--- src/rtl/i2cgc_pkg.sv ---
// Functional notes
// - Writing one to control bit 4 clears the general call and matched-ID status bits, and the bit always reads back as zero.
// - With control bits 3 and 2 both set, the byte after a general call address is compared with the alternate ID, and a match is a hardware general call.
// - With the hardware general call enable clear, hardware general calls are never recognised.
// - With general call enabled, the slave acknowledges address 0x00 with the write direction and takes the next byte as a command.
// - With general call enabled, command byte 0x06 resets the slave interface.
// - With general call enabled, a general call such as command 0x04 sets the general call status bit, and software then reprograms the slave address.
// - With general call disabled, general call addresses and commands are neither acknowledged nor acted on.
// - Control bit 1 selects 10-bit address decoding when one and 7-bit decoding when zero.
// - Control bit 0 enables slave mode when set and disables it when cleared.
// - The two-bit matched-ID field reports which of the four ID registers matched, coded 00 to 11.
package i2cgc_pkg;

  // Control register layout
  localparam int CTRL_SLAVE_EN_BIT = 0;
  localparam int CTRL_TEN_BIT_BIT = 1;
  localparam int CTRL_GC_EN_BIT = 2;
  localparam int CTRL_HW_GC_EN_BIT = 3;
  localparam int CTRL_GC_CLR_BIT = 4;
  localparam logic [15:0] CTRL_RESET = 16'h0000;

  // Bus codes
  localparam logic [7:0] GC_ADDR = 8'h00;
  localparam logic [7:0] GC_CMD_RESET = 8'h06;
  localparam logic [7:0] GC_CMD_PROG = 8'h04;
  localparam logic [4:0] TEN_BIT_PREFIX = 5'h1E;
  localparam logic [3:0] BITS_PER_BYTE = 4'h8;
  localparam int NUM_IDS = 4;

  typedef logic [NUM_IDS-1:0][9:0] i2cgc_ids_t;

  typedef struct packed {
    logic hw_gencall_enable;
    logic gencall_enable;
    logic ten_bit_address_enable;
    logic slave_mode_enable;
  } i2cgc_ctrl_t;

  typedef struct packed {
    logic busy;                 // Start plus own address seen
    logic rep_start;            // Repeated start while busy
    logic stop_det;             // Stop after start and match
    logic gencall;              // General call status
    logic gencall_hw;           // Hardware general call seen
    logic [1:0] matched_id_field;
  } i2cgc_status_t;

  localparam i2cgc_status_t STATUS_RESET = '0;

endpackage : i2cgc_pkg

--- src/rtl/i2cgc_slave.sv ---
`timescale 1ns/1ns
`default_nettype none
module i2cgc_slave (
  input wire logic clk,                          // 100 MHz system clock
  input wire logic reset_n,                      // Sync reset, active low
  input wire logic scl_i,                        // SCL pin level
  input wire logic sda_i,                        // SDA pin level
  output logic sda_o,                            // SDA drive value
  output logic sda_oe,                           // SDA pull low enable
  input wire logic ctrl_wr,                      // Control write strobe
  input wire logic [15:0] ctrl_wdata,            // Control write data
  output logic [15:0] ctrl_rdata,                // Control read data
  input wire logic [7:0] alternate_id,           // Alternate ID register
  input wire i2cgc_pkg::i2cgc_ids_t slave_ids,   // Four slave ID registers
  output i2cgc_pkg::i2cgc_status_t slave_status, // Slave status flags
  output logic [7:0] rx_data,                    // Last received data byte
  output logic rx_valid                          // Data byte pulse
);
  import i2cgc_pkg::*;

  typedef enum logic [2:0] {IDLE, ADDR, ADDR2, DATA, ACK, SKIP} i2cgc_state_t;

  logic scl_s, sda_s;
  logic scl_prev_r, sda_prev_r;
  logic scl_rise, scl_fall, start_det, stop_det;
  i2cgc_ctrl_t ctrl_r, ctrl_nxt;
  logic gc_clr;
  i2cgc_state_t state_r, state_nxt, after_r, after_nxt;
  logic [3:0] cnt_r, cnt_nxt;
  logic [7:0] shift_r, shift_nxt;
  logic [1:0] hi_r, hi_nxt;
  logic gc_mode_r, gc_mode_nxt;
  logic sda_oe_r, sda_oe_nxt;
  i2cgc_status_t st_r, st_nxt;
  logic [7:0] rx_data_r, rx_data_nxt;
  logic rx_valid_r, rx_valid_nxt;
  logic [15:0] rdata_r, rdata_nxt;
  logic decide;
  logic set_gc, set_hw, set_id;
  logic [1:0] set_idx;
  logic [2:0] m7, m10;

  // Returns {hit, index} of the lowest ID that matches the address
  function automatic logic [2:0] id_match(input i2cgc_ids_t ids,
      input logic [9:0] addr, input logic ten);
    logic [2:0] res;
    res = 3'h0;
    for (int i = NUM_IDS - 1; i >= 0; i--) begin
      if (ten ? (ids[i] == addr) : (ids[i][6:0] == addr[6:0])) begin
        res = {1'b1, 2'(i)};
      end
    end
    return res;
  endfunction : id_match

  i2cgc_sync #(.WIDTH(2)) u_sync (
    .clk(clk),
    .reset_n(reset_n),
    .d({scl_i, sda_i}),
    .q({scl_s, sda_s})
  );

  // Bus events from the synchronised lines
  assign scl_rise = scl_s & ~scl_prev_r;
  assign scl_fall = ~scl_s & scl_prev_r;
  assign start_det = scl_s & scl_prev_r & sda_prev_r & ~sda_s;
  assign stop_det = scl_s & scl_prev_r & ~sda_prev_r & sda_s;
  assign decide = scl_fall && cnt_r == BITS_PER_BYTE &&
                  (state_r == ADDR || state_r == ADDR2 || state_r == DATA);
  assign m7 = id_match(slave_ids, {3'h0, shift_r[7:1]}, 1'b0);
  assign m10 = id_match(slave_ids, {hi_r, shift_r}, 1'b1);
  assign gc_clr = ctrl_wr & ctrl_wdata[CTRL_GC_CLR_BIT];

  // Control register; the clear bit is a strobe, never stored
  always_comb begin
    ctrl_nxt = ctrl_r;
    if (ctrl_wr) begin
      ctrl_nxt.slave_mode_enable = ctrl_wdata[CTRL_SLAVE_EN_BIT];
      ctrl_nxt.ten_bit_address_enable = ctrl_wdata[CTRL_TEN_BIT_BIT];
      ctrl_nxt.gencall_enable = ctrl_wdata[CTRL_GC_EN_BIT];
      ctrl_nxt.hw_gencall_enable = ctrl_wdata[CTRL_HW_GC_EN_BIT];
    end
    rdata_nxt = 16'h0000;
    rdata_nxt[CTRL_SLAVE_EN_BIT] = ctrl_nxt.slave_mode_enable;
    rdata_nxt[CTRL_TEN_BIT_BIT] = ctrl_nxt.ten_bit_address_enable;
    rdata_nxt[CTRL_GC_EN_BIT] = ctrl_nxt.gencall_enable;
    rdata_nxt[CTRL_HW_GC_EN_BIT] = ctrl_nxt.hw_gencall_enable;
  end

  // Protocol engine: samples on SCL rise, drives ACK after SCL fall
  always_comb begin
    state_nxt = state_r;
    after_nxt = after_r;
    cnt_nxt = cnt_r;
    shift_nxt = shift_r;
    hi_nxt = hi_r;
    gc_mode_nxt = gc_mode_r;
    sda_oe_nxt = sda_oe_r;
    st_nxt = st_r;
    rx_data_nxt = rx_data_r;
    rx_valid_nxt = 1'b0;
    set_gc = 1'b0;
    set_hw = 1'b0;
    set_id = 1'b0;
    set_idx = 2'h0;
    if (!ctrl_r.slave_mode_enable) begin
      // Disabled: bus released, flags kept unless a software clear is written
      state_nxt = IDLE;
      sda_oe_nxt = 1'b0;
    end else if (start_det) begin
      if (st_r.busy) begin
        st_nxt.rep_start = 1'b1;
      end
      state_nxt = ADDR;
      cnt_nxt = 4'h0;
      gc_mode_nxt = 1'b0;
      sda_oe_nxt = 1'b0;
    end else if (stop_det) begin
      if (st_r.busy) begin
        st_nxt.stop_det = 1'b1;
      end
      st_nxt.busy = 1'b0;
      st_nxt.rep_start = 1'b0;
      state_nxt = IDLE;
      sda_oe_nxt = 1'b0;
    end else if (decide) begin
      state_nxt = ACK;
      sda_oe_nxt = 1'b1;
      after_nxt = DATA;
      case (state_r)
        ADDR: begin
          if (shift_r == GC_ADDR && ctrl_r.gencall_enable) begin
            gc_mode_nxt = 1'b1;
            st_nxt.busy = 1'b1;
            set_gc = 1'b1;
          end else if (shift_r == GC_ADDR) begin
            state_nxt = SKIP;
            sda_oe_nxt = 1'b0;
          end else if (ctrl_r.ten_bit_address_enable) begin
            // First byte of a 10-bit address carries the top two bits
            hi_nxt = shift_r[2:1];
            after_nxt = ADDR2;
            if (shift_r[7:3] != TEN_BIT_PREFIX || shift_r[0]) begin
              state_nxt = SKIP;
              sda_oe_nxt = 1'b0;
            end
          end else if (m7[2] && !shift_r[0]) begin
            st_nxt.busy = 1'b1;
            set_id = 1'b1;
            set_idx = m7[1:0];
          end else begin
            state_nxt = SKIP;
            sda_oe_nxt = 1'b0;
          end
        end
        ADDR2: begin
          if (m10[2]) begin
            st_nxt.busy = 1'b1;
            set_id = 1'b1;
            set_idx = m10[1:0];
          end else begin
            state_nxt = SKIP;
            sda_oe_nxt = 1'b0;
          end
        end
        default: begin
          rx_data_nxt = shift_r;
          rx_valid_nxt = 1'b1;
          if (gc_mode_r) begin
            gc_mode_nxt = 1'b0;
            if (ctrl_r.hw_gencall_enable && ctrl_r.gencall_enable &&
                shift_r == alternate_id) begin
              set_hw = 1'b1;
            end else if (shift_r == GC_CMD_RESET) begin
              // Interface reset: drop the transfer after this ACK
              after_nxt = IDLE;
              st_nxt.busy = 1'b0;
              st_nxt.rep_start = 1'b0;
              st_nxt.stop_det = 1'b0;
            end else if (shift_r == GC_CMD_PROG) begin
              set_gc = 1'b1;
            end
          end
        end
      endcase
    end else if (scl_fall && state_r == ACK) begin
      sda_oe_nxt = 1'b0;
      cnt_nxt = 4'h0;
      state_nxt = after_r;
    end else if (scl_rise && state_r != IDLE && state_r != ACK) begin
      shift_nxt = {shift_r[6:0], sda_s};
      cnt_nxt = (cnt_r == BITS_PER_BYTE) ? 4'h1 : 4'(cnt_r + 4'h1);
    end
    // Software clear loses against a set in the same cycle
    if (gc_clr) begin
      st_nxt.gencall = 1'b0;
      st_nxt.gencall_hw = 1'b0;
      st_nxt.matched_id_field = 2'h0;
    end
    if (set_gc) begin
      st_nxt.gencall = 1'b1;
    end
    if (set_hw) begin
      st_nxt.gencall = 1'b1;
      st_nxt.gencall_hw = 1'b1;
    end
    if (set_id) begin
      st_nxt.matched_id_field = set_idx;
    end
  end

  // Register stage for all state
  always_ff @(posedge clk) begin
    if (!reset_n) begin
      scl_prev_r <= 1'b1;
      sda_prev_r <= 1'b1;
      ctrl_r <= i2cgc_ctrl_t'(CTRL_RESET[3:0]);
      rdata_r <= CTRL_RESET;
      state_r <= IDLE;
      after_r <= IDLE;
      cnt_r <= 4'h0;
      shift_r <= 8'h00;
      hi_r <= 2'h0;
      gc_mode_r <= 1'b0;
      sda_oe_r <= 1'b0;
      st_r <= STATUS_RESET;
      rx_data_r <= 8'h00;
      rx_valid_r <= 1'b0;
    end else begin
      scl_prev_r <= scl_s;
      sda_prev_r <= sda_s;
      ctrl_r <= ctrl_nxt;
      rdata_r <= rdata_nxt;
      state_r <= state_nxt;
      after_r <= after_nxt;
      cnt_r <= cnt_nxt;
      shift_r <= shift_nxt;
      hi_r <= hi_nxt;
      gc_mode_r <= gc_mode_nxt;
      sda_oe_r <= sda_oe_nxt;
      st_r <= st_nxt;
      rx_data_r <= rx_data_nxt;
      rx_valid_r <= rx_valid_nxt;
    end
  end

  // Open drain: only ever pulls low
  assign sda_o = 1'b0;
  assign sda_oe = sda_oe_r;
  assign ctrl_rdata = rdata_r;
  assign slave_status = st_r;
  assign rx_data = rx_data_r;
  assign rx_valid = rx_valid_r;
endmodule : i2cgc_slave
`default_nettype wire

--- src/rtl/i2cgc_sync.sv ---
`timescale 1ns/1ns
`default_nettype none
module i2cgc_sync #(
  parameter int WIDTH = 2
) (
  input wire logic clk,               // System clock
  input wire logic reset_n,           // Synchronous reset, active low
  input wire logic [WIDTH-1:0] d,     // Asynchronous pin levels
  output logic [WIDTH-1:0] q          // Synchronised levels
);
  logic [WIDTH-1:0] meta_r;
  logic [WIDTH-1:0] meta_nxt;
  logic [WIDTH-1:0] q_r;
  logic [WIDTH-1:0] q_nxt;

  // Released bus lines idle high, so reset to ones
  always_comb begin
    meta_nxt = d;
    q_nxt = meta_r;
  end

  // Two stages; only the second stage is seen outside
  always_ff @(posedge clk) begin
    if (!reset_n) begin
      meta_r <= '1;
      q_r <= '1;
    end else begin
      meta_r <= meta_nxt;
      q_r <= q_nxt;
    end
  end

  assign q = q_r;
endmodule : i2cgc_sync
`default_nettype wire

--- config.mk ---
export PLATFORM = sky130hd
export DESIGN_NAME = i2cgc_slave
export DESIGN_NICKNAME = d
export VERILOG_FILES = /design/src/rtl/i2cgc_pkg.sv /design/src/rtl/i2cgc_slave.sv /design/src/rtl/i2cgc_sync.sv
export SDC_FILE = /design/constraint.sdc
export NUM_CORES = 1
export LEC_CHECK = 0
export BUFFER_PORTS_ARGS = -buffer_cell sky130_fd_sc_hd__buf_2
export CAP_MARGIN = 5
export CORE_MARGIN = 3
export CORE_UTILIZATION = 56
export CTS_CLUSTER_SIZE = 8
export DETAILED_ROUTE_END_ITERATION = 12
export PLACE_DENSITY = 0.95
export SYNTH_ARGS = -nofsm -noshare
export SYNTH_HDL_FRONTEND = slang
export SYNTH_SLANG_ARGS = --single-unit
--- constraint.sdc ---
create_clock -name clk -period 7.25 [get_ports clk]
set_clock_uncertainty 0.2 [all_clocks]
set_input_delay 0.725 -clock clk [delete_from_list [all_inputs] [get_ports clk]]
set_output_delay 0.725 -clock clk [all_outputs]
set_load 0.005 [all_outputs]
==> qor.txt <==
Ys flop type -> dfxtp_1
Post-DRT Antenna Nets -> 0
CP Capture Type -> flop
Slew @ Worst Pin -> 962 ps
CP Capture Point -> state_r[0]
DP Cell Count -> 500
Crit path from -> shift_r[1]
Status -> completed
Initial Util -> 0.604
TritonCTS clock tree -> yes
Die width -> 81.6 µm
Nets -> 508
Pwr Total -> 0.479 mW
FF-to-FF Start -> shift_r[1]
Gr ovfl total -> 0
First-pass GRT wire length -> 13300 µm
Clock Sinks -> 47
Hold crit path type -> reg2reg
Cells after Synth -> 376
Worst-Skew Late Latency -> 300 ps
Clk buf depth -> 2
Vias in the first global route -> 2952
Reg2Reg Setup Slack -> 4260 ps
Final GP Congestion -> 0.890
Final period demand of the worst path -> 2990 ps
Area Overhead vs Synth -> 12.3%
Yosys cell types -> 54
Row Count -> 26
Number of synthesized register bits -> 47
Peak VDD IR -> 0.104 mV
Warnings from Yosys -> 0
TNS Setup -> 0 ps
CP startpoint kind -> flop
Wire length per cell -> 16.2 µm
Placed Area -> 0.00351 mm²
Final setup viols -> 0
CP Max Fanout -> 17
Min-delay src -> u_sync.meta_r[0]
DP Wirelength -> 6230 µm
Seq/Total Area, Yosys -> 0.294
Reg-to-Reg End -> state_r[0]
Leak -> 1.49 nW
Hold path depth -> 1
Die Ht -> 81.6 µm
# hold bufs at CTS -> 0
Critical path class -> reg2reg
Async set or reset register ratio after synthesis -> 0
Max Cap Viol -> 0
Critical Path RT -> 7250 ps
Die area -> 0.00666 mm²
Synth Cell Area -> 0.00320 mm²
GRT Total Usage -> 0.254
Synth area leaders -> dfxtp_1, xnor2_1, xor2_1
Final WS setup -> 4260 ps
Critical Path Max Stage Delay -> 950 ps
Mean Syn Cell Area -> 8.52 µm²
Final WL -> 8230 µm
H-tree lvl count -> 2
R2R depth -> 7
DR vias/cell -> 5.75
Core area -> 0.00530 mm²
Drt pass-1 iters -> 5
CP arrival -> 2990 ps
DP Worst Slack -> 4280 ps
# Post-CTS Setup Buffers -> 0
Finished Cell Area -> 0.00360 mm²
Worst-path clk slew -> 80 ps
Rel. slew slack -> 0.355
Final period util -> 0.413
Buffers on Ports -> 78
Largest area contributor in the netlist -> dfxtp_1
DRC viols -> 0
Io pins -> 103
DRT iter0 DRCs -> 197
Critical-path cell list -> xnor2_1 > nand4_1 > nor4_1 > nor4_1 > o21ai_0 > o21ai_1 > o2111a_1
Max Freq -> 0.334 GHz
Top cell by count, worst path -> nor4_1
Pwr Density -> 133 mW/mm²
Final Non-Filler Cells -> 508
Share of cells above drive strength 1 -> 0.231
Final hold vios -> 0
RSZ-0062 raised after global routing -> no
Post-synth EDFFs -> 0
Root Buffer -> clkbuf_8
CP max stage cell -> dfxtp_1
Ant. Diodes -> 0
Largest net degree at the start of global routing -> 36
Antenna violations before repair -> 0
Share of the synthesized area in the top cell type -> 0.294
Max Slew Vio Count -> 0
Total CTS buffers -> 5
CTS resizes -> 0
Vias -> 2920
-- Yosys cell counts (4+ instances only) --
master,instances
nand4b_1,4
buf_4,17
xor2_1,31
dfxtp_1,47
nand2b_1,11
inv_1,5
o21ai_0,4
a21oi_1,17
mux2i_1,22
nand3_1,12
nor2_1,42
nor2b_1,5
buf_2,11
nor3_1,5
a31oi_1,4
xnor2_1,45
nand2_1,22
clkbuf_1,8
nor4_1,11
nand4_1,13
-- critical path, delay by kind of cell (launching register included) --
kind,cells,cell delay [ps]
flops,1,950
xor+xnor,1,200
compound gates,3,730
simple gates,3,800
-- registers in the layout (all words and copies together) (netlist names), 2 cells and up --
name           cells
state_r            3
cnt_r              4
hi_r               2
shift_r            8
u_sync.meta_r      2
ctrl_rdata         3
slave_status       7
u_sync.q           2
after_r            2
rx_data            8
-- cell type report --
class | count | area [µm²]
multi-input combinational | 299 | 2070
fill | 423 | 1700
sequential | 47 | 941
timing repair buffer | 78 | 390
tap | 70 | 87.6
clock buffer | 6 | 72.6
inverter | 6 | 22.5
clock inverter | 2 | 12.5
-- per-stage QoR --
step,utilization,hold WS [ps]
after CTS,0.679,215
final,0.679,210
after floorplan,-,186
after global routing,0.679,235
after detailed placement,0.663,195
after global placement,0.663,190
-- power breakdown --
group	internal (mW)	switching, mW	total (mW)
combinational	0.0289	0.0320	0.0609
clock	0.0674	0.0865	0.154
sequential	0.261	0.00335	0.264
-- cell families after synthesis --
| group | share of synthesized area |
|---|---|
| compound gates | 0.103 |
| mux | 0.0687 |
| flops | 0.294 |
| other cells | 0.00117 |
| simple gates | 0.245 |
| buf+inv | 0.0734 |
| xor+xnor | 0.208 |
| fa+ha+maj | 0.00781 |
-- worst min-delay path by stage --
| stage | slack, ps | end |
|---|---|---|
| floorplan | 190 | u_sync.q[0] |
| global placement | 190 | u_sync.q[0] |
| detailed placement | 200 | u_sync.q[0] |
| CTS | 220 | u_sync.q[0] |
| global route | 230 | u_sync.q[0] |
| finish | 210 | u_sync.q[0] |
-- routing by layer --
metal | up-vias | track usage | share of wire
li1 | 1384 | - | -
met1 | 1359 | 0.306 | 0.39
met2 | 155 | 0.445 | 0.49
met3 | 22 | 0.0537 | 0.089
met4 | 0 | 0.0947 | 0.025
met5 | - | 0 | 0
-- placed cells by master (no fill, tap or decap), types with 2 or more instances in the layout --
cell,n
nand4b_1,4
xor2_1,31
clkbuf_8,5
inv_1,5
nor4_1,11
nor2b_1,5
o21bai_1,2
nand2b_1,11
nor2_1,42
nand4_1,13
a31oi_1,4
nor3_1,5
dfxtp_1,47
or3_1,2
o21ai_0,4
xnor2_1,45
or4_4,2
nand3_1,12
conb_1,13
a21oi_1,17
mux2i_1,22
ha_1,2
a211oi_1,2
nand2_1,22
buf_2,78
nor2_2,2
Power figures use the tool's default switching activity.
